--- src/rtl/cgp_defines.svh ---
`ifndef CGP_DEFINES_SVH
`define CGP_DEFINES_SVH

// ==========================================
// Register byte addresses (index times four)
`define CGP_IDX_ODD 8'h1F
`define CGP_IDX_EVEN 8'h20
`define CGP_IDX_PAT 8'h21
`define CGP_ADDR_ODD 12'h07C
`define CGP_ADDR_EVEN 12'h080
`define CGP_ADDR_PAT 12'h084
`define CGP_ADDR_CTRL 12'h100

// ==========================================
// Field positions
`define CGP_GAIN_MSB 15
`define CGP_GAIN_LSB 11
`define CGP_OFS_MSB 9
`define CGP_OFS_LSB 0
`define CGP_PRBS5_BIT 15
`define CGP_PRBS8_BIT 12
`define CGP_PAT5_MSB 11
`define CGP_PAT5_LSB 9
`define CGP_PAT6_MSB 8
`define CGP_PAT6_LSB 6
`define CGP_K_MSB 4
`define CGP_K_LSB 1
`define CGP_HPF_BIT 0
`define CGP_CTRL_GAIN_BIT 0
`define CGP_CTRL_OFS_BIT 1
`define CGP_CTRL_PAT_BIT 2

// ==========================================
// Reset values and limits
`define CGP_RESET_VAL 16'h0000
`define CGP_ODD_MASK 16'hFBFF
`define CGP_PAT_MASK 16'hFFDF
`define CGP_K_MIN 4'h2
`define CGP_K_MAX 4'hA

`endif

--- src/rtl/cgp_pkg.sv ---
package cgp_pkg;
   typedef logic [15:0] cgp_word_t;
   typedef logic [2:0] cgp_pat_t;
   typedef enum logic [1:0] {CGP_SEL_NONE, CGP_SEL_ODD, CGP_SEL_EVEN, CGP_SEL_PAT} cgp_sel_e;
endpackage : cgp_pkg

--- src/rtl/cgp_chan_regs.sv ---
// The APB register port was left to the implementer.
`timescale 1ns/10ps
`include "cgp_defines.svh"
// Overview of operation
// - Odd gain N times 0.2 dB, gated
// - Even gain N times 0.2 dB, gated
// - Subtract signed odd offset when enabled
// - Subtract signed even offset when enabled
// - Bits 15-12 enable PRBS lanes 5-8
// - Bits 11-9 pick lane 5 pattern
// - Bits 8-6 pick lane 6 pattern
// - Field k applies only with filter on
// - Bit 0 enables the high-pass filter
module cgp_chan_regs (
   input wire logic sys_clk,
   input wire logic rst_n,
   input wire logic psel,
   input wire logic penable,
   input wire logic pwrite,
   input wire logic [11:0] paddr,
   input wire logic [31:0] pwdata,
   input wire logic [3:0] pstrb,
   output logic [31:0] prdata,
   output logic pready,
   output logic pslverr,
   output logic chan8OddGainEn,
   output logic [4:0] chan8OddGain,
   output logic chan8OddOffsetEn,
   output logic [9:0] chan8OddOffset,
   output logic chan8EvenGainEn,
   output logic [4:0] chan8EvenGain,
   output logic chan8EvenOffsetEn,
   output logic [9:0] chan8EvenOffset,
   output logic [3:0] lanePrbsEnable,
   output cgp_pkg::cgp_pat_t lane5PatternCode,
   output cgp_pkg::cgp_pat_t lane6PatternCode,
   output logic lane5PatternEn,
   output logic lane6PatternEn,
   output logic highpassEnable,
   output logic [3:0] highpassK,
   output logic highpassKValid
);
   import cgp_pkg::*;

   // ==========================================
   // Bus decode
   cgp_sel_e sel;
   logic isCtrl;
   logic wrAccess;
   logic lowLanes;
   cgp_word_t oddVal;
   cgp_word_t evenVal;
   cgp_word_t patVal;
   cgp_word_t wdata16;
   logic [2:0] ctrl_reg;
   logic [2:0] ctrl_next;
   logic [31:0] prdata_reg;
   logic [31:0] prdata_next;
   logic [3:0] kVal;

   function automatic cgp_sel_e decode(input logic [11:0] a);
      cgp_sel_e s;
      s = CGP_SEL_NONE;
      if (a == `CGP_ADDR_ODD) begin
         s = CGP_SEL_ODD;
      end else if (a == `CGP_ADDR_EVEN) begin
         s = CGP_SEL_EVEN;
      end else if (a == `CGP_ADDR_PAT) begin
         s = CGP_SEL_PAT;
      end
      return s;
   endfunction : decode

   // Byte lanes merge with the current value so a partial write leaves other bits intact.
   function automatic cgp_word_t merge(input cgp_word_t old, input logic [15:0] nw,
                                       input logic [1:0] st);
      cgp_word_t r;
      r[7:0] = st[0] ? nw[7:0] : old[7:0];
      r[15:8] = st[1] ? nw[15:8] : old[15:8];
      return r;
   endfunction : merge

   assign sel = decode(paddr);
   assign isCtrl = (paddr == `CGP_ADDR_CTRL);
   assign wrAccess = psel && penable && pwrite;
   // Zero wait states keep the slave simple; every access ends on its first access cycle.
   assign pready = 1'b1;
   assign pslverr = psel && penable && (sel == CGP_SEL_NONE) && !isCtrl;
   assign lowLanes = pstrb[0] || pstrb[1];

   always_comb begin
      unique case (sel)
         CGP_SEL_ODD: wdata16 = merge(oddVal, pwdata[15:0], pstrb[1:0]);
         CGP_SEL_EVEN: wdata16 = merge(evenVal, pwdata[15:0], pstrb[1:0]);
         CGP_SEL_PAT: wdata16 = merge(patVal, pwdata[15:0], pstrb[1:0]);
         CGP_SEL_NONE: wdata16 = `CGP_RESET_VAL;
      endcase
   end

   // ==========================================
   // Register storage
   // reserved bits masked
   cgp_word_reg u_odd (
      .sys_clk(sys_clk),
      .rst_n(rst_n),
      .wrEn(wrAccess && (sel == CGP_SEL_ODD) && lowLanes),
      .wrData(wdata16),
      .wrMask(`CGP_ODD_MASK),
      .value(oddVal)
   );

   cgp_word_reg u_even (
      .sys_clk(sys_clk),
      .rst_n(rst_n),
      .wrEn(wrAccess && (sel == CGP_SEL_EVEN) && lowLanes),
      .wrData(wdata16),
      .wrMask(`CGP_ODD_MASK),
      .value(evenVal)
   );

   cgp_word_reg u_pat (
      .sys_clk(sys_clk),
      .rst_n(rst_n),
      .wrEn(wrAccess && (sel == CGP_SEL_PAT) && lowLanes),
      .wrData(wdata16),
      .wrMask(`CGP_PAT_MASK),
      .value(patVal)
   );

   // Global gain, offset and pattern enables (one bit shared by lanes 5 and 6) live elsewhere in the
   // device; they are mirrored here so this slice can gate its own outputs.
   always_comb begin
      ctrl_next = ctrl_reg;
      if (wrAccess && isCtrl && pstrb[0]) begin
         ctrl_next = pwdata[2:0];
      end
   end

   always_ff @(posedge sys_clk or negedge rst_n) begin
      if (!rst_n) begin
         ctrl_reg <= 3'h0;
      end else begin
         ctrl_reg <= ctrl_next;
      end
   end

   // ==========================================
   // Read data
   always_comb begin
      prdata_next = prdata_reg;
      if (psel && !penable && !pwrite) begin
         prdata_next = 32'h0000_0000;
         unique case (sel)
            CGP_SEL_ODD: prdata_next = {16'h0000, oddVal};
            CGP_SEL_EVEN: prdata_next = {16'h0000, evenVal};
            CGP_SEL_PAT: prdata_next = {16'h0000, patVal};
            CGP_SEL_NONE: prdata_next = isCtrl ? {29'h0000_0000, ctrl_reg} : 32'h0000_0000;
         endcase
      end
   end

   always_ff @(posedge sys_clk or negedge rst_n) begin
      if (!rst_n) begin
         prdata_reg <= 32'h0000_0000;
      end else begin
         prdata_reg <= prdata_next;
      end
   end
   assign prdata = prdata_reg;

   // ==========================================
   // Datapath controls
   // odd gain gated
   assign chan8OddGainEn = ctrl_reg[`CGP_CTRL_GAIN_BIT];
   assign chan8OddGain = oddVal[`CGP_GAIN_MSB:`CGP_GAIN_LSB];
   assign chan8EvenGainEn = ctrl_reg[`CGP_CTRL_GAIN_BIT];
   assign chan8EvenGain = evenVal[`CGP_GAIN_MSB:`CGP_GAIN_LSB];
   assign chan8OddOffsetEn = ctrl_reg[`CGP_CTRL_OFS_BIT];
   assign chan8OddOffset = oddVal[`CGP_OFS_MSB:`CGP_OFS_LSB];
   assign chan8EvenOffsetEn = ctrl_reg[`CGP_CTRL_OFS_BIT];
   assign chan8EvenOffset = evenVal[`CGP_OFS_MSB:`CGP_OFS_LSB];
   assign lanePrbsEnable = ctrl_reg[`CGP_CTRL_PAT_BIT] ?
                           patVal[`CGP_PRBS5_BIT:`CGP_PRBS8_BIT] : 4'h0;
   assign lane5PatternEn = ctrl_reg[`CGP_CTRL_PAT_BIT];
   assign lane5PatternCode = patVal[`CGP_PAT5_MSB:`CGP_PAT5_LSB];
   assign lane6PatternEn = ctrl_reg[`CGP_CTRL_PAT_BIT];
   assign lane6PatternCode = patVal[`CGP_PAT6_MSB:`CGP_PAT6_LSB];
   assign highpassEnable = patVal[`CGP_HPF_BIT];
   assign kVal = patVal[`CGP_K_MSB:`CGP_K_LSB];
   assign highpassK = highpassEnable ? kVal : 4'h0;
   assign highpassKValid = highpassEnable && (kVal >= `CGP_K_MIN) && (kVal <= `CGP_K_MAX);
endmodule : cgp_chan_regs

--- src/rtl/cgp_word_reg.sv ---
`timescale 1ns/10ps
`include "cgp_defines.svh"
module cgp_word_reg (
   input wire logic sys_clk,
   input wire logic rst_n,
   input wire logic wrEn,
   input wire cgp_pkg::cgp_word_t wrData,
   input wire cgp_pkg::cgp_word_t wrMask,
   output cgp_pkg::cgp_word_t value
);
   import cgp_pkg::*;
   cgp_word_t value_reg;
   // ==========================================
   // Storage
   always_ff @(posedge sys_clk or negedge rst_n) begin
      if (!rst_n) begin
         value_reg <= `CGP_RESET_VAL;
      end else if (wrEn) begin
         value_reg <= wrData & wrMask;
      end
   end
   assign value = value_reg;
endmodule : cgp_word_reg

--- config.mk ---
export PLATFORM = sky130hd
export DESIGN_NAME = cgp_chan_regs
export DESIGN_NICKNAME = d
export VERILOG_FILES = /design/src/rtl/cgp_pkg.sv /design/src/rtl/cgp_chan_regs.sv /design/src/rtl/cgp_word_reg.sv
export VERILOG_INCLUDE_DIRS = /design/src /design/src/rtl
export SDC_FILE = /design/constraint.sdc
export NUM_CORES = 1
export LEC_CHECK = 0
export ABC_AREA = 0
export ABC_CLOCK_PERIOD_IN_PS = 3920
export BUFFER_PORTS_ARGS = -buffer_cell sky130_fd_sc_hd__buf_4
export CORE_ASPECT_RATIO = 0.5
export CORE_MARGIN = 5
export CORE_UTILIZATION = 49
export DETAILED_ROUTE_END_ITERATION = 7
export PLACE_DENSITY_LB_ADDON = 0.2
export SLEW_MARGIN = 20
export SYNTH_ARGS = -nofsm -noshare
export SYNTH_HDL_FRONTEND = slang
export SYNTH_SLANG_ARGS = --single-unit
--- constraint.sdc ---
create_clock -name sys_clk -period 3.92 [get_ports sys_clk]
set_clock_uncertainty 0.15 [all_clocks]
set_input_delay 0.784 -clock sys_clk [delete_from_list [all_inputs] [get_ports sys_clk]]
set_output_delay 0.784 -clock sys_clk [all_outputs]
set_load 0.005 [all_outputs]
==> impl_metrics.ini, run 1 <==
[yosys]
synthFlopType = dfrtp_1
synth_top_area_share_pct = 43.6
ys_seq_elements = 64
synth_area_um2 = 3670
postSynth.asyncResetShare_pct = 100
synth_cells = 337
synth_area_per_cell_um2 = 10.9
synthTopCellsByArea = dfrtp_1 (44%), mux2_2 (14%), buf_4 (5.7%)
yosysMostFrequentCell = dfrtp_1
yosys.area.top_type = dfrtp_1
synth_common_cells = dfrtp_1 (64), mux2_2 (47), buf_4 (28)
synth-edff-count = 0
synth_seq_area_share_pct = 43.6
ys_warn_count = 0
netlist-cell-type-count = 48

[setup_path]
r2r_end = u_pat.value[0]
timing.rr.start = u_pat.value[0]
r2r_cells = 4
crit_path_frequent_cell = buf_4
slowest_delay_ns = 0.29
rrSetupSlack_ns = 2.05
cp_max_fo = 26
criticalPathCategory = in -> out
worst_setup_path_start_kind = input port
crit_buf_inv = 3
critPathCaptureType = output pin
crit_family = simple AND/OR/NAND/NOR gates
path_cells = buf_4 -> and2_1 -> buf_4 -> nand2_1 -> a21oi_1 -> nor3_1 -> buf_4
cp_data_arrival_time_ns = 2.20
slowest_stage = nand2_1
required_ns = 2.99

[cts]
ctsRootBufferMaster = clkbuf_16
cts_buffers = 9
cts.sinks = 64
max-clock-path-buffers = 2
h-tree-depth = 3
cts_tree = yes
clkTransAtPathRegs_ns = 0.05
ctsHoldBuffers = 0
insertion_delay_ns = 0.33
cts_resized = 0
postCtsSetupBuffers = 0

[cells_and_area]
nets = 478
synthToLayoutAreaGrowth_pct = 28.0
fin_area_um2 = 4700
largest_reg_flops = 16
instances_no_fill = 525
drive_gt1_share_pct = 42.4
diodes = 0

[place]
place_inst = 510
port_buffers = 103
place_area_um2 = 4380
gp_congestion = 0.873
dp_hpwl_um = 7260

[die]
initial_utilization_pct = 50.2
die_w_um = 132
core_region_area_um2 = 7320
design.die.area_um2 = 9440
pin_count = 139
rows = 22
die_h_um = 71.2

[sta]
hold_violations = 0
final.setup.tns_ns = 0
period_minus_slack_ns = 3.13
finalCritPeriodShare_pct = 79.9
setup-violations-final = 0
holdWs_ns = 0.362
slew_viol_final = 0
timing.fmax_mhz = 319
max-slew-margin-rel_pct = 44.8
rsz0062_at_grt = false
worst_slew_pin_slew_ns = 0.828

[hold_path]
hold_end = prdata[10]
min_path_type = reg -> reg
hold_start = prdata[10]
min_path_cells = 1

[status]
status = finished, final reports clean

[detailed_routing]
drtIter0Drc = 235
drt_wl_total_um = 10600
viasPerCell = 5.97
wl_per_cell_um = 20.1
dr.pass1.iters = 5
vias = 3135
detail-route-antenna-nets = 0
drc_errors = 0

[global_routing]
grt_pass1_wl_um = 16800
grt.total_usage_pct = 22.5
overflow = 0
grt_max_degree = 65
grt_antenna_before_repair = 0
grt_pass1_vias = 3216

[pwr]
irDropWorstVdd_mv = 0.236
static-leakage-power_nw = 2.33
p_per_area_nw_per_um2 = 354

[flow_run]
max_cap_violations = 0
-- through the flow --
step	total power [mW]	util [%]	setup slack (ns)
6_report	1.66	64.3	0.788
5_1_grt	1.72	64.3	0.733
4_1_cts	1.68	64.3	0.832
3_5_place_dp	0.812	59.9	0.718
3_3_place_gp	0.810	59.9	0.767
2_1_floorplan	0.749	-	1.12
-- layout by cell type, fill, tap and decap left out, types with 2 or more instances in the layout --
cell type and count:
a2111oi_1 2, a211oi_1 3, a21o_1 2, a21oi_1 14, a221o_1 9, a31o_2 2
a31oi_1 2, and2_1 12, and3_1 4, and4_1 2, and4b_1 2, buf_4 110
bufinv_16 2, clkbuf_16 9, clkbuf_8 2, conb_1 17, dfrtp_1 64, inv_1 6
mux2_1 9, mux2_2 47, mux2i_1 13, nand2_1 12, nand3_1 26, nand3b_1 2
nor2_1 7, nor2b_1 4, nor3_1 3, nor3_4 2, nor3b_1 2, nor4_1 3
nor4_4 2, nor4b_1 3, o211ai_1 5, o21ai_0 11
-- cells by family (layout without fill, tap and decap cells) --
kind of cell	Yosys count	in the layout	share of synthesized area, %
flops	64	64	43.6
other cells	2	17	0.204
mux	69	69	20.7
compound gates	56	56	10.7
simple gates	92	92	15.9
buf+inv	54	131	8.85
-- how the worst max path moves through the flow --
stage,start,endpoint,slack (ns),cells after the start
floorplan,paddr[2],pslverr,1.12,6
global placement,paddr[1],u_even.value[2],0.77,6
detailed placement,paddr[1],u_even.value[4],0.72,6
CTS,paddr[2],pslverr,0.83,7
global route,paddr[2],pslverr,0.73,7
finish,paddr[2],pslverr,0.79,7
-- final cells by class --
cell class | count | area (um2)
tap | 96 | 120
sequential | 64 | 1600
inverter | 6 | 22.5
clock buffer | 12 | 256
multi-input combinational | 234 | 1810
timing repair buffer | 110 | 826
clock inverter | 3 | 65.1
fill | 602 | 2620
-- report_power, final --
| part | internal (mW) | leakage [nW] | switching (mW) |
|---|---|---|---|
| clock | 0.586 | 0.159 | 0.277 |
| combinational | 0.0530 | 1.32 | 0.0735 |
| sequential | 0.670 | 0.858 | 0.00511 |
-- metal layers --
layer / vias up / track usage [%] / share of wire, % / wire, um
met2: 172 / 36.8 / 47 / 5000
met3: 17 / 5.75 / 7.6 / 799
met1: 1568 / 29.3 / 44 / 4610
li1: 1378 / - / - / -
met4: 0 / 8.41 / 1.5 / 161
met5: - / 0 / 0 / 0
No activity file was read; power rests on OpenSTA's default activity.
==> run 2: changes to the inputs <==
Settings changed: ABC_CLOCK_PERIOD_IN_PS 3920 to 3100.
Clock period 3.92 ns to 3.1 ns, I/O delays scaled along.
==> impl_metrics.ini, run 2 (same netlist as run 1, synthesis figures left out) <==
[sta]
period_minus_slack_ns = 2.65
holdWs_ns = 0.216
setup-violations-final = 0
slew_viol_final = 0
worst_slew_pin_slew_ns = 0.831
timing.fmax_mhz = 377
finalCritPeriodShare_pct = 85.5
rsz0062_at_grt = false
final.setup.tns_ns = 0
max-slew-margin-rel_pct = 44.6
hold_violations = 0

[cts]
postCtsSetupBuffers = 0
cts_resized = 0
cts.sinks = 64
max-clock-path-buffers = 2
ctsHoldBuffers = 0
cts_tree = yes
ctsRootBufferMaster = clkbuf_16
insertion_delay_ns = 0.34
h-tree-depth = 3
cts_buffers = 9
clkTransAtPathRegs_ns = 0.05

[die]
initial_utilization_pct = 50.2
pin_count = 139
design.die.area_um2 = 9440
die_w_um = 132
core_region_area_um2 = 7320
rows = 22
die_h_um = 71.2

[global_routing]
overflow = 0
grt.total_usage_pct = 24.0
grt_antenna_before_repair = 0
grt_pass1_vias = 3310
grt_max_degree = 65
grt_pass1_wl_um = 17500

[setup_path]
cp_max_fo = 12
cp_data_arrival_time_ns = 1.88
critPathCaptureType = output pin
worst_setup_path_start_kind = input port
criticalPathCategory = in -> out
required_ns = 2.33

[detailed_routing]
drc_errors = 0
viasPerCell = 6.01
vias = 3195
detail-route-antenna-nets = 0
dr.pass1.iters = 7
drt_wl_total_um = 11200
drtIter0Drc = 337
wl_per_cell_um = 21.0

[cells_and_area]
drive_gt1_share_pct = 43.1
final_common_cell = buf_4
nets = 485
synthToLayoutAreaGrowth_pct = 28.9
diodes = 0
layout_common_cells = buf_4 (117), dfrtp_1 (64), mux2_2 (47)
largest_reg_flops = 16

[place]
gp_congestion = 0.917
port_buffers = 103
dp_hpwl_um = 7750

[pwr]
static-leakage-power_nw = 2.36
totalPowerFinal_mw = 2.08
irDropWorstVdd_mv = 0.290
p_per_area_nw_per_um2 = 438

[status]
status = finished, final reports clean

[flow_run]
max_cap_violations = 0

[hold_path]
min_path_type = in -> async
run 2: cell types whose count changed in the layout (fill, tap and decap cells not counted), sizes merged:
cell    before  now
clkbuf      12   11
buf        110  117
clkinv       1    2
run 2: worst max-delay path, stage by stage:
cell and delay, ns:
buf_4 0.16, and4b_1 0.22, nand2_1 0.37, a21oi_1 0.13, nor3_1 0.23, buf_4 0.15
run 2: report_power, final:
group	leakage, nW	internal [mW]	switching, mW
clock network	0.149	0.696	0.362
registers	0.858	0.847	0.00584
logic	1.35	0.0696	0.0965
run 2: per-layer routing:
layer	global-route usage [%]	part of all wire, %	vias to the layer above
met3	7.64	9.5	15
li1	-	-	1387
met1	30.1	40	1611
met4	9.45	1.2	0
met2	39.2	49	182
met5	0	0	-
run 2: final cells by class:
cell class / instances / area, um2
sequential: 64 / 1600
tap: 96 / 120
clock buffer: 11 / 233
clock inverter: 4 / 70.1
timing repair buffer: 117 / 878
multi-input combinational: 234 / 1810
inverter: 6 / 22.5
fill: 595 / 2580
run 2: worst paths after layout:
kind / from / end / slack, ns / cells after the start
worst max-delay path: paddr[7] / pslverr / 0.45 / 6
worst min-delay path: rst_n / u_odd.value[7] / 0.22 / 1
worst max register to register: u_pat.value[0] / u_even.value[0] / 1.28 / 4
worst min register to register: prdata[10] / prdata[10] / 0.36 / 1
max in group asynchronous: rst_n / prdata[1] / 2.02 / 1
min in group sys_clk: prdata[10] / prdata[10] / 0.36 / 1
run 2: per-stage QoR:
stage                     setup slack [ns]  cells  utilization (%)  area (um2)
after floorplan                      0.627    352                -        3730
after CTS                            0.450    532             64.7        4740
after global placement               0.437    517             60.6        4440
after global routing                 0.335    532             64.7        4740
final                                0.450    532             64.7        4740
after detailed placement             0.399    517             60.6        4440
==> run 3: changes to the inputs <==
Settings changed: BUFFER_PORTS_ARGS -buffer_cell sky130_fd_sc_hd__buf_4 to unset, DONT_BUFFER_PORTS set to 1, SYNTH_HIERARCHICAL set to 1.
==> impl_metrics.ini, run 3 <==
[status]
status = finished, final reports clean

[die]
pin_count = 139
die_h_um = 71.6
rows = 22
core_region_area_um2 = 7350
initial_utilization_pct = 50.6
die_w_um = 133
design.die.area_um2 = 9530

[yosys]
synth-edff-count = 0
netlist-cell-type-count = 39
ys_seq_elements = 67
synthFlopType = dfrtp_1
synthTopCellsByArea = dfrtp_1 (45%), o21ai_0 (7.8%), nand3_1 (6.6%)
yosysMostFrequentCell = dfrtp_1
synth_common_cells = dfrtp_1 (67), o21ai_0 (58), inv_1 (52)
synth_top_area_share_pct = 45.1
yosys.area.top_type = dfrtp_1
postSynth.asyncResetShare_pct = 100
synth_cells = 427
synth_area_um2 = 3720
synth_seq_area_share_pct = 45.1
synth_area_per_cell_um2 = 8.71
ys_warn_count = 6

[detailed_routing]
detail-route-antenna-nets = 0
drc_errors = 0
vias = 3160
drtIter0Drc = 303
dr.pass1.iters = 4
drt_wl_total_um = 10900
wl_per_cell_um = 19.0
viasPerCell = 5.52

[pwr]
power.share.clock_pct = 49.4
swShare_pct = 22.2
totalPowerFinal_mw = 1.91
p_sw_mw = 0.424
p_int_mw = 1.49
irDropWorstVdd_mv = 0.261
static-leakage-power_nw = 1.92
pwr-share-comb_pct = 4.4
p_per_area_nw_per_um2 = 455
seq_power_share_pct = 46.2

[cts]
cts_resized = 0
h-tree-depth = 3
ctsHoldBuffers = 1
cts.sinks = 67
postCtsSetupBuffers = 0
cts_tree = yes
insertion_delay_ns = 0.33
ctsRootBufferMaster = clkbuf_16
max-clock-path-buffers = 2
cts_buffers = 9
clkTransAtPathRegs_ns = 0.05

[sta]
max-slew-margin-rel_pct = 58.5
rsz0062_at_grt = false
final.setup.tns_ns = 0
finalCritPeriodShare_pct = 83.8
setup-violations-final = 0
slew_viol_final = 0
hold_violations = 0
worst_slew_pin_slew_ns = 0.623
timing.fmax_mhz = 385
period_minus_slack_ns = 2.60

[setup_path]
crit_family = simple AND/OR/NAND/NOR gates
critPathCaptureType = output pin
criticalPathCategory = in -> out
required_ns = 2.33
slowest_delay_ns = 0.46
slowest_stage = and2_1
crit_buf_inv = 0
cp_data_arrival_time_ns = 1.83
worst_setup_path_start_kind = input port
path_cells = nor3_1 -> and2_1 -> o21ai_1 -> and4b_1
cp_max_fo = 8

[global_routing]
grt_pass1_wl_um = 16800
grt.total_usage_pct = 23.2
grt_max_degree = 68
grt_pass1_vias = 2909
overflow = 0
grt_antenna_before_repair = 0

[cells_and_area]
instances_no_fill = 572
final_core_utilization_pct = 57.1
layout_common_cells = dfrtp_1 (67), conb_1 (65), o21ai_0 (58)
synthToLayoutAreaGrowth_pct = 13.0
final_common_cell = dfrtp_1
drive_gt1_share_pct = 8.42
nets = 523

[place]
gp_congestion = 0.851
port_buffers = 0
place_inst = 554
dp_hpwl_um = 7430

[hold_path]
min_path_type = in -> async

[flow_run]
max_cap_violations = 0
==> run 3: cell type report <==
cell class	instances	area, um2
clock buffer	14	264
inverter	52	195
clock inverter	2	10.0
tap	96	120
timing repair buffer	15	133
antenna	1	2.50
sequential	67	1680
multi-input combinational	325	1800
fill	663	3150
==> run 3: logic make-up (layout without fill, tap and decap cells) <==
family | count (synthesis) | count (layout) | synth area share, %
simple gates | 135 | 135 | 19.5
compound gates | 122 | 122 | 21.0
buf+inv | 98 | 83 | 13.4
flops | 67 | 67 | 45.1
mux | 3 | 3 | 0.909
other cells | 2 | 66 | 0.202
==> run 3: layer usage <==
metal	track usage (%)	share of wire, %
met5	0	0
met2	35.0	45
met4	8.44	1.8
met3	8.27	11
met1	31.1	43
==> run 3: worst paths after layout <==
check	to	from	cells past startpoint	slack, ns
worst max-delay path	pslverr	paddr[3]	4	0.50
worst min-delay path	u_even/value[8]	rst_n	1	0.02
worst max register to register	u_odd/value[2]	u_odd/value[2]	5	1.43
worst min register to register	prdata[8]	prdata[8]	2	0.36
max in group asynchronous	u_pat/value[3]	rst_n	1	2.49
min in group sys_clk	ctrl_reg[1]	pwdata[1]	1	0.29
==> run 3: power groups by stage <==
stage / registers, mW / logic (mW) / clock network, mW
after global placement: 0.897 / 0.0600 / 0
after global routing: 0.882 / 0.0956 / 1.01
final: 0.882 / 0.0840 / 0.944
after CTS: 0.882 / 0.0831 / 0.959
after floorplan: 0.896 / 0.0680 / 0
after detailed placement: 0.898 / 0.0607 / 0
==> run 3: through the flow <==
step                      hold WS, ns  instance area (um2)  setup slack [ns]
after CTS                      0.0329                 4200             0.619
after global routing           0.0411                 4200             0.554
after detailed placement        0.176                 3890             0.489
final                          0.0183                 4200             0.501
after global placement          0.176                 3890             0.553
after floorplan                 0.174                 3950             0.711
